===== config.mk =====
export PLATFORM = sky130hd
export DESIGN_NAME = sms_stop_sequencer
export DESIGN_NICKNAME = d
export VERILOG_FILES = /design/src/design/sms_pkg.sv /design/src/design/sms_stop_sequencer.sv
export SDC_FILE = /design/constraint.sdc
export NUM_CORES = 1
export LEC_CHECK = 0
export ABC_AREA = 1
export BUFFER_PORTS_ARGS = -buffer_cell sky130_fd_sc_hd__buf_2
export CORE_ASPECT_RATIO = 2
export CORE_UTILIZATION = 54
export CTS_CLUSTER_SIZE = 16
export DETAILED_ROUTE_END_ITERATION = 6
export PLACE_DENSITY = 0.86
export SYNTH_ARGS = -nofsm -noshare
export SYNTH_HDL_FRONTEND = slang
export SYNTH_SLANG_ARGS = --single-unit

===== constraint.sdc =====
create_clock -name pclk -period 3.1 [get_ports pclk]
set_input_delay 0.465 -clock pclk [delete_from_list [all_inputs] [get_ports pclk]]
set_output_delay 0.465 -clock pclk [all_outputs]
set_load 0.01 [all_outputs]

===== src/design/sms_pkg.sv =====
// Package for the stop-mode sequencer: register map, field layout,
// reset values, warm-up cycle counts, state encoding and state record.
// Assumes one clock domain running at the oscillator rate.
package sms_pkg;

    // ------------------------------------------------------------
    // Register byte offsets
    // ------------------------------------------------------------
    localparam logic [7:0] SMS_ADDR_CTRL = 8'h00;
    localparam logic [7:0] SMS_ADDR_STAT = 8'h04;
    localparam logic [7:0] SMS_ADDR_DIV = 8'h08;
    localparam logic [7:0] SMS_ADDR_LATCH = 8'h0C;
    localparam logic [7:0] SMS_ADDR_PC = 8'h10;

    // ------------------------------------------------------------
    // Field positions in stop_control_reg
    // ------------------------------------------------------------
    localparam int SMS_STOP_BIT = 7;
    localparam int SMS_REL_METHOD_BIT = 6;
    localparam int SMS_HOLD_BIT = 4;
    localparam int SMS_WARMUP_LSB = 2;

    // ------------------------------------------------------------
    // Reset values
    // ------------------------------------------------------------
    localparam logic SMS_STOP_RST = 1'b0;
    localparam logic SMS_REL_METHOD_RST = 1'b0;
    localparam logic SMS_HOLD_RST = 1'b0;
    localparam logic [1:0] SMS_WARMUP_RST = 2'h0;
    localparam logic SMS_DIVOPT_RST = 1'b0;

    // ------------------------------------------------------------
    // Widths and warm-up counts in oscillator cycles (option clear)
    // ------------------------------------------------------------
    localparam int SMS_N_EXT = 4;
    localparam int SMS_NCH = SMS_N_EXT + 1;
    localparam int SMS_PC_W = 20;
    localparam int SMS_CNT_W = 20;
    localparam logic [19:0] SMS_WU_CYC_00 = 20'h30000;
    localparam logic [19:0] SMS_WU_CYC_01 = 20'h10000;
    localparam logic [19:0] SMS_WU_CYC_10 = 20'h04000;

    // ------------------------------------------------------------
    // Sequencer states
    // ------------------------------------------------------------
    typedef enum logic [1:0] {
        SMS_RUN = 2'b00,
        SMS_STOP = 2'b01,
        SMS_WARM = 2'b10
    } sms_state_t;

    // ------------------------------------------------------------
    // Whole state of the sequencer
    // ------------------------------------------------------------
    typedef struct packed {
        sms_state_t st;
        logic stop_bit;
        logic release_method_select;
        logic hold;
        logic [1:0] warmup_select;
        logic divopt;
        logic entry_level;
        logic [SMS_CNT_W-1:0] cnt;
        logic [SMS_PC_W-1:0] pc;
        logic [SMS_NCH-1:0][2:0] sync;
        logic [SMS_NCH-1:0] lvl;
        logic [SMS_NCH-1:0] latch;
        logic pready;
        logic pslverr;
        logic [31:0] prdata;
        logic osc_run;
        logic core_hold;
        logic tg_clear;
        logic port_hiz;
        logic resume;
    } sms_regs_t;

endpackage


===== src/design/sms_stop_sequencer.sv =====
// Stop-mode sequencer: stop entry, wake by level or edge, warm-up count,
// resume, interrupt latches, all behind an APB slave.
// Assumes pclk is the always-on oscillator-rate clock; osc_run gates the
// core clock outside, presetn is the device reset pin.
//
// The register offsets and register access over APB were chosen for this implementation.
`timescale 1ns/1ps
module sms_stop_sequencer #(
    parameter logic [19:0] WU_CYC_00 = sms_pkg::SMS_WU_CYC_00,
    parameter logic [19:0] WU_CYC_01 = sms_pkg::SMS_WU_CYC_01,
    parameter logic [19:0] WU_CYC_10 = sms_pkg::SMS_WU_CYC_10
) (
    // Clock and reset
    input wire logic pclk,
    input wire logic presetn,
    // APB slave
    input wire logic psel,
    input wire logic penable,
    input wire logic pwrite,
    input wire logic [7:0] paddr,
    input wire logic [31:0] pwdata,
    output logic [31:0] prdata,
    output logic pready,
    output logic pslverr,
    // Pins
    input wire logic wake_pin,
    input wire logic [sms_pkg::SMS_N_EXT-1:0] ext_int_pins,
    // Core side
    input wire logic [sms_pkg::SMS_PC_W-1:0] cpu_pc,
    output logic [sms_pkg::SMS_PC_W-1:0] held_pc,
    output logic osc_run,
    output logic core_hold,
    output logic tg_clear,
    output logic port_hiz,
    output logic resume_pulse,
    output logic shared_port_bit,
    output logic [sms_pkg::SMS_NCH-1:0] int_pending
);

    sms_pkg::sms_regs_t q;
    sms_pkg::sms_regs_t n;
    logic [sms_pkg::SMS_NCH-1:0] pin_vec;
    logic [sms_pkg::SMS_NCH-1:0][2:0] sync_nxt;
    logic [sms_pkg::SMS_NCH-1:0] lvl_nxt;
    logic [sms_pkg::SMS_NCH-1:0] lvl_chg;
    logic wake_rise;

    // ------------------------------------------------------------
    // Warm-up length lookup
    // ------------------------------------------------------------
    // Reserved code 11 falls back to the longest length
    function automatic logic [19:0] wu_len(input logic [1:0] sel, input logic dbl);
        logic [19:0] base;
        base = WU_CYC_00;
        case (sel)
            2'h1: base = WU_CYC_01;
            2'h2: base = WU_CYC_10;
            default: base = WU_CYC_00;
        endcase
        wu_len = dbl ? {base[18:0], 1'b0} : base;
    endfunction

    // ------------------------------------------------------------
    // Pin synchronisers, one per channel; channel 0 is the wake pin
    // ------------------------------------------------------------
    assign pin_vec = {ext_int_pins, wake_pin};

    genvar gi;
    generate
        for (gi = 0; gi < sms_pkg::SMS_NCH; gi++)
        begin : g_ch
            // Three stages; a new level counts once stages two and three agree
            assign sync_nxt[gi] = {q.sync[gi][1:0], pin_vec[gi]};
            assign lvl_nxt[gi] = (q.sync[gi][1] == q.sync[gi][2]) ?
                                 q.sync[gi][2] : q.lvl[gi];
            assign lvl_chg[gi] = lvl_nxt[gi] ^ q.lvl[gi];
        end
    endgenerate

    assign wake_rise = lvl_nxt[0] & ~q.lvl[0];

    // ------------------------------------------------------------
    // Next-state logic
    // ------------------------------------------------------------
    always_comb
    begin
        logic setup;
        logic wr;
        logic mapped;
        logic [31:0] rd;
        logic stop_wr;
        setup = psel & ~penable;
        wr = psel & penable & q.pready & pwrite & ~q.pslverr;
        mapped = 1'b1;
        rd = 32'h0;
        stop_wr = 1'b0;
        n = q;
        n.sync = sync_nxt;
        n.lvl = lvl_nxt;

        // Read decode
        case (paddr)
            sms_pkg::SMS_ADDR_CTRL:
            begin
                rd[sms_pkg::SMS_STOP_BIT] = q.stop_bit;
                rd[sms_pkg::SMS_REL_METHOD_BIT] = q.release_method_select;
                rd[sms_pkg::SMS_HOLD_BIT] = q.hold;
                rd[sms_pkg::SMS_WARMUP_LSB +: 2] = q.warmup_select;
            end
            sms_pkg::SMS_ADDR_STAT: rd[3:0] = {q.osc_run, q.lvl[0], q.st};
            sms_pkg::SMS_ADDR_DIV: rd[0] = q.divopt;
            sms_pkg::SMS_ADDR_LATCH: rd[sms_pkg::SMS_NCH-1:0] = q.latch;
            sms_pkg::SMS_ADDR_PC: rd[sms_pkg::SMS_PC_W-1:0] = q.pc;
            default: mapped = 1'b0;
        endcase

        // APB answer one cycle after setup
        n.pready = setup;
        n.pslverr = setup & ~mapped;
        n.prdata = (setup & mapped & ~pwrite) ? rd : 32'h0;

        // Latch clear by write-one; a change in the same cycle still sets
        if (wr && paddr == sms_pkg::SMS_ADDR_LATCH)
        begin
            n.latch = q.latch & ~pwdata[sms_pkg::SMS_NCH-1:0];
        end
        n.latch = n.latch | lvl_chg;

        // Configuration writes only while running; kept frozen otherwise
        if (wr && q.st == sms_pkg::SMS_RUN)
        begin
            if (paddr == sms_pkg::SMS_ADDR_CTRL)
            begin
                n.release_method_select = pwdata[sms_pkg::SMS_REL_METHOD_BIT];
                n.hold = pwdata[sms_pkg::SMS_HOLD_BIT];
                n.warmup_select = pwdata[sms_pkg::SMS_WARMUP_LSB +: 2];
                stop_wr = pwdata[sms_pkg::SMS_STOP_BIT];
            end
            if (paddr == sms_pkg::SMS_ADDR_DIV)
            begin
                n.divopt = pwdata[0];
            end
        end

        // Sequencer
        case (q.st)
            sms_pkg::SMS_RUN:
            begin
                if (stop_wr)
                begin
                    n.stop_bit = 1'b1;
                    n.pc = cpu_pc;
                    n.entry_level = n.release_method_select;
                    if (n.release_method_select && lvl_nxt[0])
                    begin
                        // Level mode with pin already high skips the stop
                        n.st = sms_pkg::SMS_WARM;
                        n.cnt = wu_len(n.warmup_select, n.divopt) - 20'h1;
                    end
                    else
                    begin
                        n.st = sms_pkg::SMS_STOP;
                    end
                end
            end
            sms_pkg::SMS_STOP:
            begin
                // Level wake only if stop was entered in level mode
                if (wake_rise ||
                    (q.entry_level && q.release_method_select && lvl_nxt[0]))
                begin
                    n.st = sms_pkg::SMS_WARM;
                    n.cnt = wu_len(q.warmup_select, q.divopt) - 20'h1;
                end
            end
            sms_pkg::SMS_WARM:
            begin
                // Counted in oscillator cycles, pin ignored until done
                if (q.cnt == 20'h0)
                begin
                    n.st = sms_pkg::SMS_RUN;
                    n.stop_bit = 1'b0;
                end
                else
                begin
                    n.cnt = q.cnt - 20'h1;
                end
            end
            default: n.st = sms_pkg::SMS_RUN;
        endcase

        // Registered outputs derived from next state
        n.osc_run = n.st != sms_pkg::SMS_STOP;
        n.core_hold = n.st != sms_pkg::SMS_RUN;
        n.tg_clear = n.st != sms_pkg::SMS_RUN;
        n.port_hiz = (n.st == sms_pkg::SMS_STOP) & ~n.hold;
        n.resume = (q.st == sms_pkg::SMS_WARM) & (n.st == sms_pkg::SMS_RUN);
    end

    // ------------------------------------------------------------
    // State register; reset pin aborts any stop at once
    // ------------------------------------------------------------
    always_ff @(posedge pclk or negedge presetn)
    begin
        if (!presetn)
        begin
            q <= '0;
            q.st <= sms_pkg::SMS_RUN;
            q.stop_bit <= sms_pkg::SMS_STOP_RST;
            q.release_method_select <= sms_pkg::SMS_REL_METHOD_RST;
            q.hold <= sms_pkg::SMS_HOLD_RST;
            q.warmup_select <= sms_pkg::SMS_WARMUP_RST;
            q.divopt <= sms_pkg::SMS_DIVOPT_RST;
            q.osc_run <= 1'b1;
        end
        else
        begin
            q <= n;
        end
    end

    // Output map
    assign prdata = q.prdata;
    assign pready = q.pready;
    assign pslverr = q.pslverr;
    assign held_pc = q.pc;
    assign osc_run = q.osc_run;
    assign core_hold = q.core_hold;
    assign tg_clear = q.tg_clear;
    assign port_hiz = q.port_hiz;
    assign resume_pulse = q.resume;
    assign shared_port_bit = q.lvl[0];
    assign int_pending = q.latch;

    // ------------------------------------------------------------
    // Checks
    // ------------------------------------------------------------
    property p_stop_entry;
        @(posedge pclk) disable iff (!presetn)
        (q.st == sms_pkg::SMS_RUN && psel && penable && q.pready && pwrite &&
         !q.pslverr && paddr == sms_pkg::SMS_ADDR_CTRL &&
         pwdata[sms_pkg::SMS_STOP_BIT] && !pwdata[sms_pkg::SMS_REL_METHOD_BIT])
        |=> q.st == sms_pkg::SMS_STOP && q.stop_bit && !osc_run;
    endproperty
    a_stop_entry: assert property (p_stop_entry) else $error("stop not entered");

    property p_osc_off;
        @(posedge pclk) disable iff (!presetn)
        q.st == sms_pkg::SMS_STOP |-> !osc_run && core_hold && tg_clear;
    endproperty
    a_osc_off: assert property (p_osc_off) else $error("clock running in stop");

    property p_cfg_frozen;
        @(posedge pclk) disable iff (!presetn)
        q.st != sms_pkg::SMS_RUN
        |=> $stable(q.warmup_select) && $stable(q.divopt) && $stable(q.pc);
    endproperty
    a_cfg_frozen: assert property (p_cfg_frozen) else $error("state changed in stop");

    property p_pc_capture;
        @(posedge pclk) disable iff (!presetn)
        ($past(q.st) == sms_pkg::SMS_RUN && q.st != sms_pkg::SMS_RUN)
        |-> held_pc == $past(cpu_pc);
    endproperty
    a_pc_capture: assert property (p_pc_capture) else $error("pc not held");

    property p_level_skip;
        @(posedge pclk) disable iff (!presetn)
        ($past(q.st) == sms_pkg::SMS_RUN && q.st != sms_pkg::SMS_RUN &&
         q.release_method_select && q.lvl[0])
        |-> q.st == sms_pkg::SMS_WARM;
    endproperty
    a_level_skip: assert property (p_level_skip) else $error("stop entered with pin high");

    property p_no_restop;
        @(posedge pclk) disable iff (!presetn)
        q.st == sms_pkg::SMS_WARM |=> q.st != sms_pkg::SMS_STOP;
    endproperty
    a_no_restop: assert property (p_no_restop) else $error("returned to stop");

    property p_edge_wait;
        @(posedge pclk) disable iff (!presetn)
        (q.st == sms_pkg::SMS_STOP && !q.entry_level && !wake_rise)
        |=> q.st == sms_pkg::SMS_STOP;
    endproperty
    a_edge_wait: assert property (p_edge_wait) else $error("left stop without edge");

    property p_warm_len;
        @(posedge pclk) disable iff (!presetn)
        ($past(q.st) != sms_pkg::SMS_WARM && q.st == sms_pkg::SMS_WARM)
        |-> q.cnt == wu_len(q.warmup_select, q.divopt) - 20'h1;
    endproperty
    a_warm_len: assert property (p_warm_len) else $error("wrong warm-up length");

    property p_resume;
        @(posedge pclk) disable iff (!presetn)
        (q.st == sms_pkg::SMS_WARM && q.cnt == 20'h0)
        |=> resume_pulse && !q.stop_bit && !tg_clear && !core_hold ##1 !resume_pulse;
    endproperty
    a_resume: assert property (p_resume) else $error("bad resume");

    property p_latch_set;
        @(posedge pclk) disable iff (!presetn)
        lvl_chg[0] |=> int_pending[0];
    endproperty
    a_latch_set: assert property (p_latch_set) else $error("pin change lost");

    property p_hiz;
        @(posedge pclk) disable iff (!presetn)
        q.st == sms_pkg::SMS_STOP |-> port_hiz == !q.hold;
    endproperty
    a_hiz: assert property (p_hiz) else $error("port state wrong in stop");

    // A level-entered stop must leave on the filtered high level
    property p_level_wake;
        @(posedge pclk) disable iff (!presetn)
        (q.st == sms_pkg::SMS_STOP && q.entry_level && q.release_method_select && lvl_nxt[0])
        |=> q.st == sms_pkg::SMS_WARM && osc_run;
    endproperty
    a_level_wake: assert property (p_level_wake) else $error("level wake missed");

    // Any filtered rising edge ends a stop, whatever the mode
    property p_edge_wake;
        @(posedge pclk) disable iff (!presetn)
        (q.st == sms_pkg::SMS_STOP && wake_rise) |=> q.st == sms_pkg::SMS_WARM && osc_run;
    endproperty
    a_edge_wake: assert property (p_edge_wake) else $error("edge wake missed");

    // Warm-up counter steps down by one per oscillator cycle
    property p_warm_step;
        @(posedge pclk) disable iff (!presetn)
        (q.st == sms_pkg::SMS_WARM && q.cnt != 20'h0)
        |=> q.st == sms_pkg::SMS_WARM && q.cnt == $past(q.cnt) - 20'h1;
    endproperty
    a_warm_step: assert property (p_warm_step) else $error("warm-up count skipped");

    // Oscillator up but core and timing generator still held in warm-up
    property p_warm_idle;
        @(posedge pclk) disable iff (!presetn)
        q.st == sms_pkg::SMS_WARM |-> osc_run && core_hold && tg_clear && !port_hiz;
    endproperty
    a_warm_idle: assert property (p_warm_idle) else $error("core active in warm-up");

    // A wake level only counts once stages two and three agree
    property p_pin_filter;
        @(posedge pclk) disable iff (!presetn)
        (q.sync[0][1] != q.sync[0][2]) |=> $stable(shared_port_bit);
    endproperty
    a_pin_filter: assert property (p_pin_filter) else $error("wake pin not filtered");

    // Write-one clears a latch when its pin is quiet in that cycle
    property p_latch_clear;
        @(posedge pclk) disable iff (!presetn)
        (psel && penable && q.pready && pwrite && !q.pslverr &&
         paddr == sms_pkg::SMS_ADDR_LATCH && pwdata[0] && !lvl_chg[0])
        |=> !int_pending[0];
    endproperty
    a_latch_clear: assert property (p_latch_clear) else $error("latch not cleared");

    // Fixed bus answer: ready in the cycle after each setup, then low
    property p_apb_ready;
        @(posedge pclk) disable iff (!presetn)
        (psel && !penable) |=> pready ##1 !pready;
    endproperty
    a_apb_ready: assert property (p_apb_ready) else $error("bus answer not one cycle");

endmodule


Word-level counts from Yosys, hierarchy flattened
Cells that the tools add are included.

word-level totals
  output and inout port bits = 65
  word-level logic and storage cells = 130
  register bits = 100
  input port bits = 70

cells by class
  reduce and logical (&&, ||, !) cells = 17
  bitwise operators = 25
  $add $sub $neg = 3
  mux-type cells = 40
  equal/unequal tests = 22

operators with widths
  cell                                                                     number
  20-bit 2-to-1 mux                                                        11
  18-bit case mux with 2 select lines                                      2
  20-bit case mux with 3 select lines                                      1
  20-bit by 1-bit subtractor with 20-bit output, second input constant     3
  40-bit 2-to-1 mux                                                        1
  20-bit zero test                                                         1
  8-bit by 4-bit == test with 1-bit output, second input constant          2
  12-bit 2-to-1 mux                                                        1
  1-bit bitwise AND                                                        11
  1-bit 2-to-1 mux                                                         10
  5-bit 2-to-1 mux                                                         2
  2-bit by 1-bit == test with 1-bit output, second input constant          4
  8-bit by 3-bit == test with 1-bit output, second input constant          1
  8-bit by 5-bit == test with 1-bit output, second input constant          1
  8-bit zero test                                                          1
  2-bit case mux with 4 select lines                                       1
  2-bit == test, second input constant                                     3
  3-bit 2-to-1 mux                                                         2
  2-bit by 1-bit inequality test with 1-bit output, second input constant  3
  2-bit inequality test, second input constant                             3
  1-bit NOT                                                                6
  1-bit case mux with 3 select lines                                       2
  2-bit case mux with 3 select lines                                       1
  5-bit bitwise AND                                                        1
  other kinds (18)                                                         33

Logic depth before layout (Yosys ltp)
Gate-level depths: netlist of the first run.

  depth after elaboration = 16
  depth in mapped cells = 16
  depth with buffers taken out = 16

Worst setup path before layout of the first run
Ideal clock, no wire load.

  path type = flip-flop to flip-flop
  start point = register q[112] in the netlist's numbering
  end point = register q[101] in the netlist's numbering
  buffers on the path = 0
  stages on the path, launching flop included = 16
  setup time = 0.062 ns
  data required time = 3.038 ns
  slack = 0.793 ns
  arrival = 2.244 ns
  path through = dfrtp_1 -> inv_1 -> ha_1 -> inv_1 -> nor3_4 -> nand2_2 -> o21ai_0 -> inv_1 -> ha_1 -> inv_1 -> nor2_1 -> nor3_1 -> nand3_1 -> nand3_1 -> nand2_1 -> inv_1

RTL lines
  item                      line                       text
  start: declaration        sms_stop_sequencer.sv:40   sms_pkg::sms_regs_t q;
  start signal: assignment  sms_stop_sequencer.sv:218  q <= n;

==> key figures, run 1 <==
Run status
  – Status: finished, final reports clean

STA
  – RSZ-0062 raised after global routing: false
  – Final Critical Period: 2719 ps
  – Max Fclk: 367.7 MHz
  – Clock Skews: around 7 ps
  – Final period util: 0.8772
  – Count of final hold-check violations: 0
  – Setup TNS: 0 ps
  – Fin. max-slew vios: 0
  – Worst rel slew slack: 0.5421
  – Tightest Pin Transition: 686.9 ps
  – Setup violations, final: 0

Route
  – Wire per inst: around 14 um
  – Total Wirelength: 12.25 mm
  – DRT Pass-1 Iters: 5
  – Post-DRT Antenna Nets: 0
  – Vias per cell: 5.260
  – Total number of vias: 4508
  – DRT iter0 DRCs: 200
  – Post-route DRC: 0

Setup path
  – Startpoint type of the worst setup path: flop
  – Origin of the critical flop-to-flop path: q[112]
  – Worst endpoint required time: 3380 ps
  – Register-to-register setup slack: 380 ps
  – Worst r2r dst: q[101]
  – CP Max Fanout: 7
  – Worst Setup EP: q[101]
  – Critical path class: flop to flop
  – Crit path from: q[112]
  – Arr. time, crit path: ~3000 ps
  – Crit end category: flop
  – Reg2Reg Depth: 15

Clock network
  – CTS Root Buffer Type: clkbuf_16
  – Clock Path Buffers: 2
  – Skew-Pair Late Insertion Delay: 350 ps
  – Clk slew on worst S/H paths: approximately 80 ps
  – Setup Fix Bufs, Post-CTS: 0
  – CTS tree: yes
  – TritonCTS Buffers: 9
  – Clock sinks: 100
  – H-tree Lvls: 3
  – Post_cts resized: 0
  – Count of hold-fix buffers inserted at cts: 0

Layout
  – Commonest cells after routing, fill and taps aside: nand2_1 (186), dfrtp_1 (99), buf_2 (96)
  – Nets: 801
  – Commonest non-fill, non-tap cell in the layout: nand2_1
  – Layout Area Growth over Synthesis: 9.361%
  – Final Non-Filler Cells: 857
  – Share of layout cells above drive strength 1: 0.2179
  – # diodes: 0

Power
  – Worst vdd ir: 414.0 uV
  – Leakage: ~3.3 nW
  – Final Total Pwr: around 2.8 mW
  – Cell area power density: 471.7 nW/um2

Global routing
  – GR peak layer: met2
  – First-pass GRT wire length: 19.40 mm
  – Routing usage on met1: 0.2380
  – Grt met3 use: 0.03787
  – Vias in the first global route: 4437
  – Gr ovfl total: 0
  – Initial antenna violation count: 0
  – Met2 GRT Util: 0.4550
  – GRT Util Overall: 0.2459
  – Largest net degree at the start of global routing: 66

Synth
  – Post-synth EDFFs: 0
  – Post-synthesis mux area share: 0
  – Post-synthesis sequential area ratio: 0.4602
  – Synth Instances: 669
  – Simple-Gate Fraction of Synth Area: 0.2758
  – Largest family of logic cells by synthesized area: simple AND/OR/NAND/NOR gates
  – Ys flop type: dfrtp_1
  – Post-synthesis adder-cell area fraction: 0.02714
  – Post-Syn Area per Cell: between 8 and 9 um2
  – Distinct cell type count after synthesis: 42
  – Xor/xnor cell area share of the yosys netlist: 0.006440
  – Share of async-settable or async-resettable flops after synthesis: 1.000
  – Mapped cell area: 5440 um2
  – Compound-Gate Fraction of Synth Area: 0.07774
  – Yosys reg bits: 100
  – Syn. warnings: 0

Placement
  – IO Port Bufs: 97
  – DP Cell Count: 841
  – GP Congestion: 0.9354
  – DPL Wire Length: 9.277 mm

Floorplan
  – Initial Utilization: 0.5572
  – Core ar.: between 9000 and 10000 um2
  – # rows: 51
  – DIE WIDTH: 72.98 um
  – Die area: between 10000 and 15000 um2
  – Die Span Y: 143.9 um
  – IO Count: ~140

Min path
  – Worst Hold Class: primary input to asynchronous set/reset pin

Job
  – Max-cap violations: 0
## report_power, final
group | switching, mW | internal [mW] | leakage, nW
clock | 0.528 | 0.571 | 0.144
combinational | 0.180 | 0.104 | 1.89
sequential | 0.0558 | 1.37 | 1.29
total | 0.764 | 2.04 | 3.32
## cell usage after synthesis, types with 5 or more instances
cell | n | area [um2]
a21oi_1 | 20 | 100.1
a21oi_2 | 14 | 122.6
inv_1 | 71 | 266.5
nand3_1 | 36 | 180.2
nand2_1 | 186 | 698.2
dfrtp_1 | 99 | 2477
buf_4 | 58 | 435.4
nor2_4 | 5 | 56.30
o21ai_0 | 25 | 125.1
nor3_1 | 8 | 40.04
nor2_1 | 57 | 214.0
nand4_1 | 17 | 106.4
clkbuf_1 | 8 | 30.03
ha_1 | 11 | 137.6
## how the worst min path moves through the flow
| stage | start | to | depth (start not counted) |
|---|---|---|---|
| floorplan | presetn | held_pc[0] | 0 |
| global placement | n[56] | n[57] | 0 |
| detailed placement | n[53] | n[54] | 0 |
| CTS | presetn | n[60] | 1 |
| global route | presetn | q[47] | 1 |
| finish | presetn | q[47] | 1 |
## metrics by stage
stage               setup WS, ps  hold slack, ps  instance area (um2)    util
global route               48.13           102.6                 5949  0.6094
global placement           511.4           332.9                 5655  0.5793
finish                     380.6           68.02                 5949  0.6094
detailed placement         422.7           340.5                 5655  0.5793
floorplan                  793.2           169.4                 5482       -
CTS                        372.9           76.82                 5949  0.6094
## critical path, cell delays in order (launching register included)
cell and delay (ps):
dfrtp_1 420, inv_1 160, ha_1 250, inv_1 120, nor3_4 300, nand2_2 150, o21ai_0 370, inv_1 110
ha_1 240, inv_1 50, nor2_1 30, nor3_1 180, nand3_1 100, nand3_1 80, nand2_1 50, inv_1 50
## flip-flops by register name, summed over array words and instances (netlist names)
signal and cells:
n 10, port_hiz 1, int_pending 5, tg_clear 1
pready 1, q 38, shared_port_bit 1, resume_pulse 1
prdata 20, pslverr 1, osc_run 1, held_pc 20
## per-layer routing
metal	routed length [um]	part of all wire
met1	4230	0.35
met2	6751	0.55
met3	525	0.043
met4	743	0.061
met5	0	0
## cell families (layout without fill, tap and decap cells)
family / Yosys count / in the layout
other: 1 / 12
xor gates and xnor gates: 4 / 4
AOI/OAI and AO/OA: 70 / 70
adders and majority gates: 12 / 12
buffers and inverters: 148 / 193
DFF: 100 / 100
and+or+nand+nor: 334 / 334
## layout make-up
cell class	count	area, um2
inverters	73	276.5
clock inverters	6	65.06
flip-flops and latches	100	2504
fillers	811	3814
multi-input cells	432	2157
well taps	132	165.2
clock buffers	10	229.0
repair buffers	104	553.0
(Power assumes the default switching activity.)
==> run 2: changes to the inputs <==
Settings changed: CORE_UTILIZATION 54 to 36, PLACE_DENSITY 0.86 to 0.63, SKIP_CTS_REPAIR_TIMING from default to 1.
==> run 2 against run 1 <==
Core utilization decreased by 20 points. Flip-flop and latch count unchanged. Worst hold slack improved by 80 ps. Total power down 1.1%. Combinational power hardly changed. First-iteration DRC count down 36%. Clock power hardly changed. Register-to-register slack improved by 130 ps. Highest routed layer unchanged. Clock-buffer cell count grew 1. Via count down 3.0%. Critical endpoint unchanged. Routed wire length up 6.4%. Sequential power hardly changed.
==> key figures, run 2 (synthesized netlist as in run 1, its figures left out) <==
Route
  – DRT Pass-1 Iters: 4 (was 5)
  – Post-DRT Antenna Nets: 0 (unchanged)
  – Total Wirelength: 13.04 mm (was 12.25 mm)
  – Total number of vias: 4372 (was 4508)
  – DRT iter0 DRCs: 128 (was 200)
  – Vias per cell: 4.721 (was 5.260)
  – Post-route DRC: 0 (unchanged)
  – Wire per inst: 14.08 um (was 14.30 um)

Clock network
  – Clock sinks: 100 (unchanged)
  – H-tree Lvls: 3 (unchanged)
  – Skew-Pair Late Insertion Delay: 350 ps (about the same)
  – CTS Root Buffer Type: clkbuf_16 (unchanged)
  – Clock Path Buffers: 2 (unchanged)
  – CTS tree: yes (unchanged)
  – Clk slew on worst S/H paths: 70 ps (was 80 ps)
  – TritonCTS Buffers: 9 (unchanged)

Power
  – Sw Pwr: 0.7341 mW (was 0.7638 mW)
  – Worst vdd ir: 429.5 uV (was 414.0 uV)
  – Switching share of power: 0.2645 (was 0.2722)
  – Leakage: 3.335 nW (was 3.322 nW)
  – Sequential share of power: 0.512 (was 0.507)
  – Cell area power density: 459.0 nW/um2 (was 471.7 nW/um2)
  – Clock Power Share: 0.386 (was 0.391)
  – Int Power: 2.042 mW (was 2.043 mW)
  – Logic pwr share: 0.102 (was 0.101)

Setup path
  – Startpoint type of the worst setup path: flop (unchanged)
  – Crit end category: flop (unchanged)
  – Critical path's most frequent cell: inv_1 (unchanged)
  – Delay-heaviest family, CP: simple AND/OR/NAND/NOR gates (unchanged)
  – CP max-delay cell: dfrtp_1 (unchanged)
  – Max stage delay on crit path: 430 ps (was 420 ps)
  – Critical path class: flop to flop (unchanged)
  – Buffer and inverter count on the worst path: 5 (unchanged)
  – Worst endpoint required time: 3400 ps (was 3380 ps)
  – CP Max Fanout: 7 (unchanged)
  – Crit-path cells: inv_1 -> ha_1 -> inv_1 -> nor3_4 -> nand2_2 -> o21ai_0 -> inv_1 -> ha_1 -> inv_1 -> nor2_1 -> nor3_1 -> nand3_1 -> nand3_1 -> nand2_1 -> inv_1 (unchanged)
  – Arr. time, crit path: 2890 ps (was 3000 ps)

STA
  – Max Fclk: 385.8 MHz (was 367.7 MHz)
  – Setup violations, final: 0 (unchanged)
  – RSZ-0062 raised after global routing: false (unchanged)
  – Count of final hold-check violations: 0 (unchanged)
  – Tightest Pin Transition: 664.2 ps (was 686.9 ps)
  – Setup TNS: 0 ps (unchanged)
  – Worst rel slew slack: 0.5572 (was 0.5421)
  – Final period util: 0.8362 (was 0.8772)
  – Clock Skews: 10.62 ps (was 7.147 ps)
  – Final Critical Period: 2592 ps (was 2719 ps)
  – Fin. max-slew vios: 0 (unchanged)

Layout
  – Reg with most FFs: q (unchanged)
  – Storage cell area: 2504 um2 (unchanged)
  – Layout Area Growth over Synthesis: 11.15% (was 9.361%)
  – Commonest non-fill, non-tap cell in the layout: nand2_1 (unchanged)
  – Multi-input logic area: 2157 um2 (unchanged)
  – Max reg flops: 38 (unchanged)
  – Share of layout cells above drive strength 1: 0.2244 (was 0.2179)
  – # diodes: 0 (unchanged)
  – Final Non-Filler Cells: 926 (was 857)
  – Commonest cells after routing, fill and taps aside: nand2_1 (186), dfrtp_1 (99), buf_2 (96) (unchanged)
  – Filler instances: 1603 (was 811)
  – Nets: 807 (was 801)

Global routing
  – Largest net degree at the start of global routing: 52 (was 66)
  – Vias in the first global route: 4390 (was 4437)
  – Gr ovfl total: 0 (unchanged)
  – GRT Util Overall: 0.1833 (was 0.2459)
  – First-pass GRT wire length: 21.00 mm (was 19.40 mm)
  – Initial antenna violation count: 0 (unchanged)

Floorplan
  – Core ar.: 14820 um2 (was 9763 um2)
  – IO Count: 135 (unchanged)
  – Die Span Y: 175.9 um (was 143.9 um)
  – Initial Utilization: 0.3671 (was 0.5572)
  – DIE WIDTH: 88.93 um (was 72.98 um)
  – # rows: 63 (was 51)
  – Die area: 15640 um2 (was 10500 um2)

Min path
  – Worst Hold Class: primary input to asynchronous set/reset pin (unchanged)

Job
  – Max-cap violations: 0 (unchanged)

Placement
  – IO Port Bufs: 97 (unchanged)
  – GP Congestion: 0.8989 (was 0.9354)
  – DP Cell Count: 910 (was 841)
  – DPL Wire Length: 10.19 mm (was 9.277 mm)

Run status
  – Status: finished, final reports clean (unchanged)
run 2: cell count changes in the layout (fill, tap and decap cells not counted), sizes merged:
cell,previous run,this run
inv,76,72
clkinv,3,4
clkinvlp,0,2
buf,104,110
clkbuf,10,11
run 2: metrics by stage:
step | util | hold WS, ps | cell area, um2 | setup WS [ps] | total power, mW
finish | 0.4081 | 147.6 | 6047 | 507.7 | 2.776
global route | 0.4081 | 203.3 | 6047 | 284.0 | 2.902
CTS | 0.4081 | 158.3 | 6047 | 517.2 | 2.806
detailed placement | 0.3891 | 335.6 | 5767 | 546.5 | 1.735
global placement | 0.3891 | 334.5 | 5767 | 579.7 | 1.729
floorplan | - | 169.4 | 5482 | 793.2 | 1.622
run 2: routing by layer:
metal  wire [um]  GRT usage
met1        4353     0.1629
met2        7425     0.3497
met3         538    0.04088
met4         718     0.1190
met5           0          0
run 2: final timing paths:
check / from / to / slack, ps / depth (start not counted)
worst max-delay path: q[111] / q[101] / 510 / 15
worst min-delay path: presetn / n[54] / 150 / 1
worst max register to register: q[111] / q[101] / 510 / 15
worst min register to register: n[59] / n[60] / 350 / 0
max in group asynchronous: presetn / prdata[12] / 2240 / 2
min in group pclk: ext_int_pins[2] / n[59] / 220 / 1
run 2: power by group through the flow:
stage / sequential, mW / clock (mW) / combinational (mW)
detailed placement: 1.45 / 0 / 0.289
finish: 1.42 / 1.07 / 0.284
floorplan: 1.43 / 0 / 0.190
CTS: 1.42 / 1.09 / 0.290
global route: 1.43 / 1.14 / 0.327
global placement: 1.44 / 0 / 0.284
run 2: layout make-up:
| class | count | area share |
|---|---|---|
| multi-input combinational | 432 | 0.3567 |
| clock inverter | 5 | 0.006207 |
| timing repair buffer | 110 | 0.09683 |
| tap | 195 | 0.04035 |
| clock buffer | 11 | 0.04014 |
| sequential | 100 | 0.4140 |
| inverter | 73 | 0.04573 |
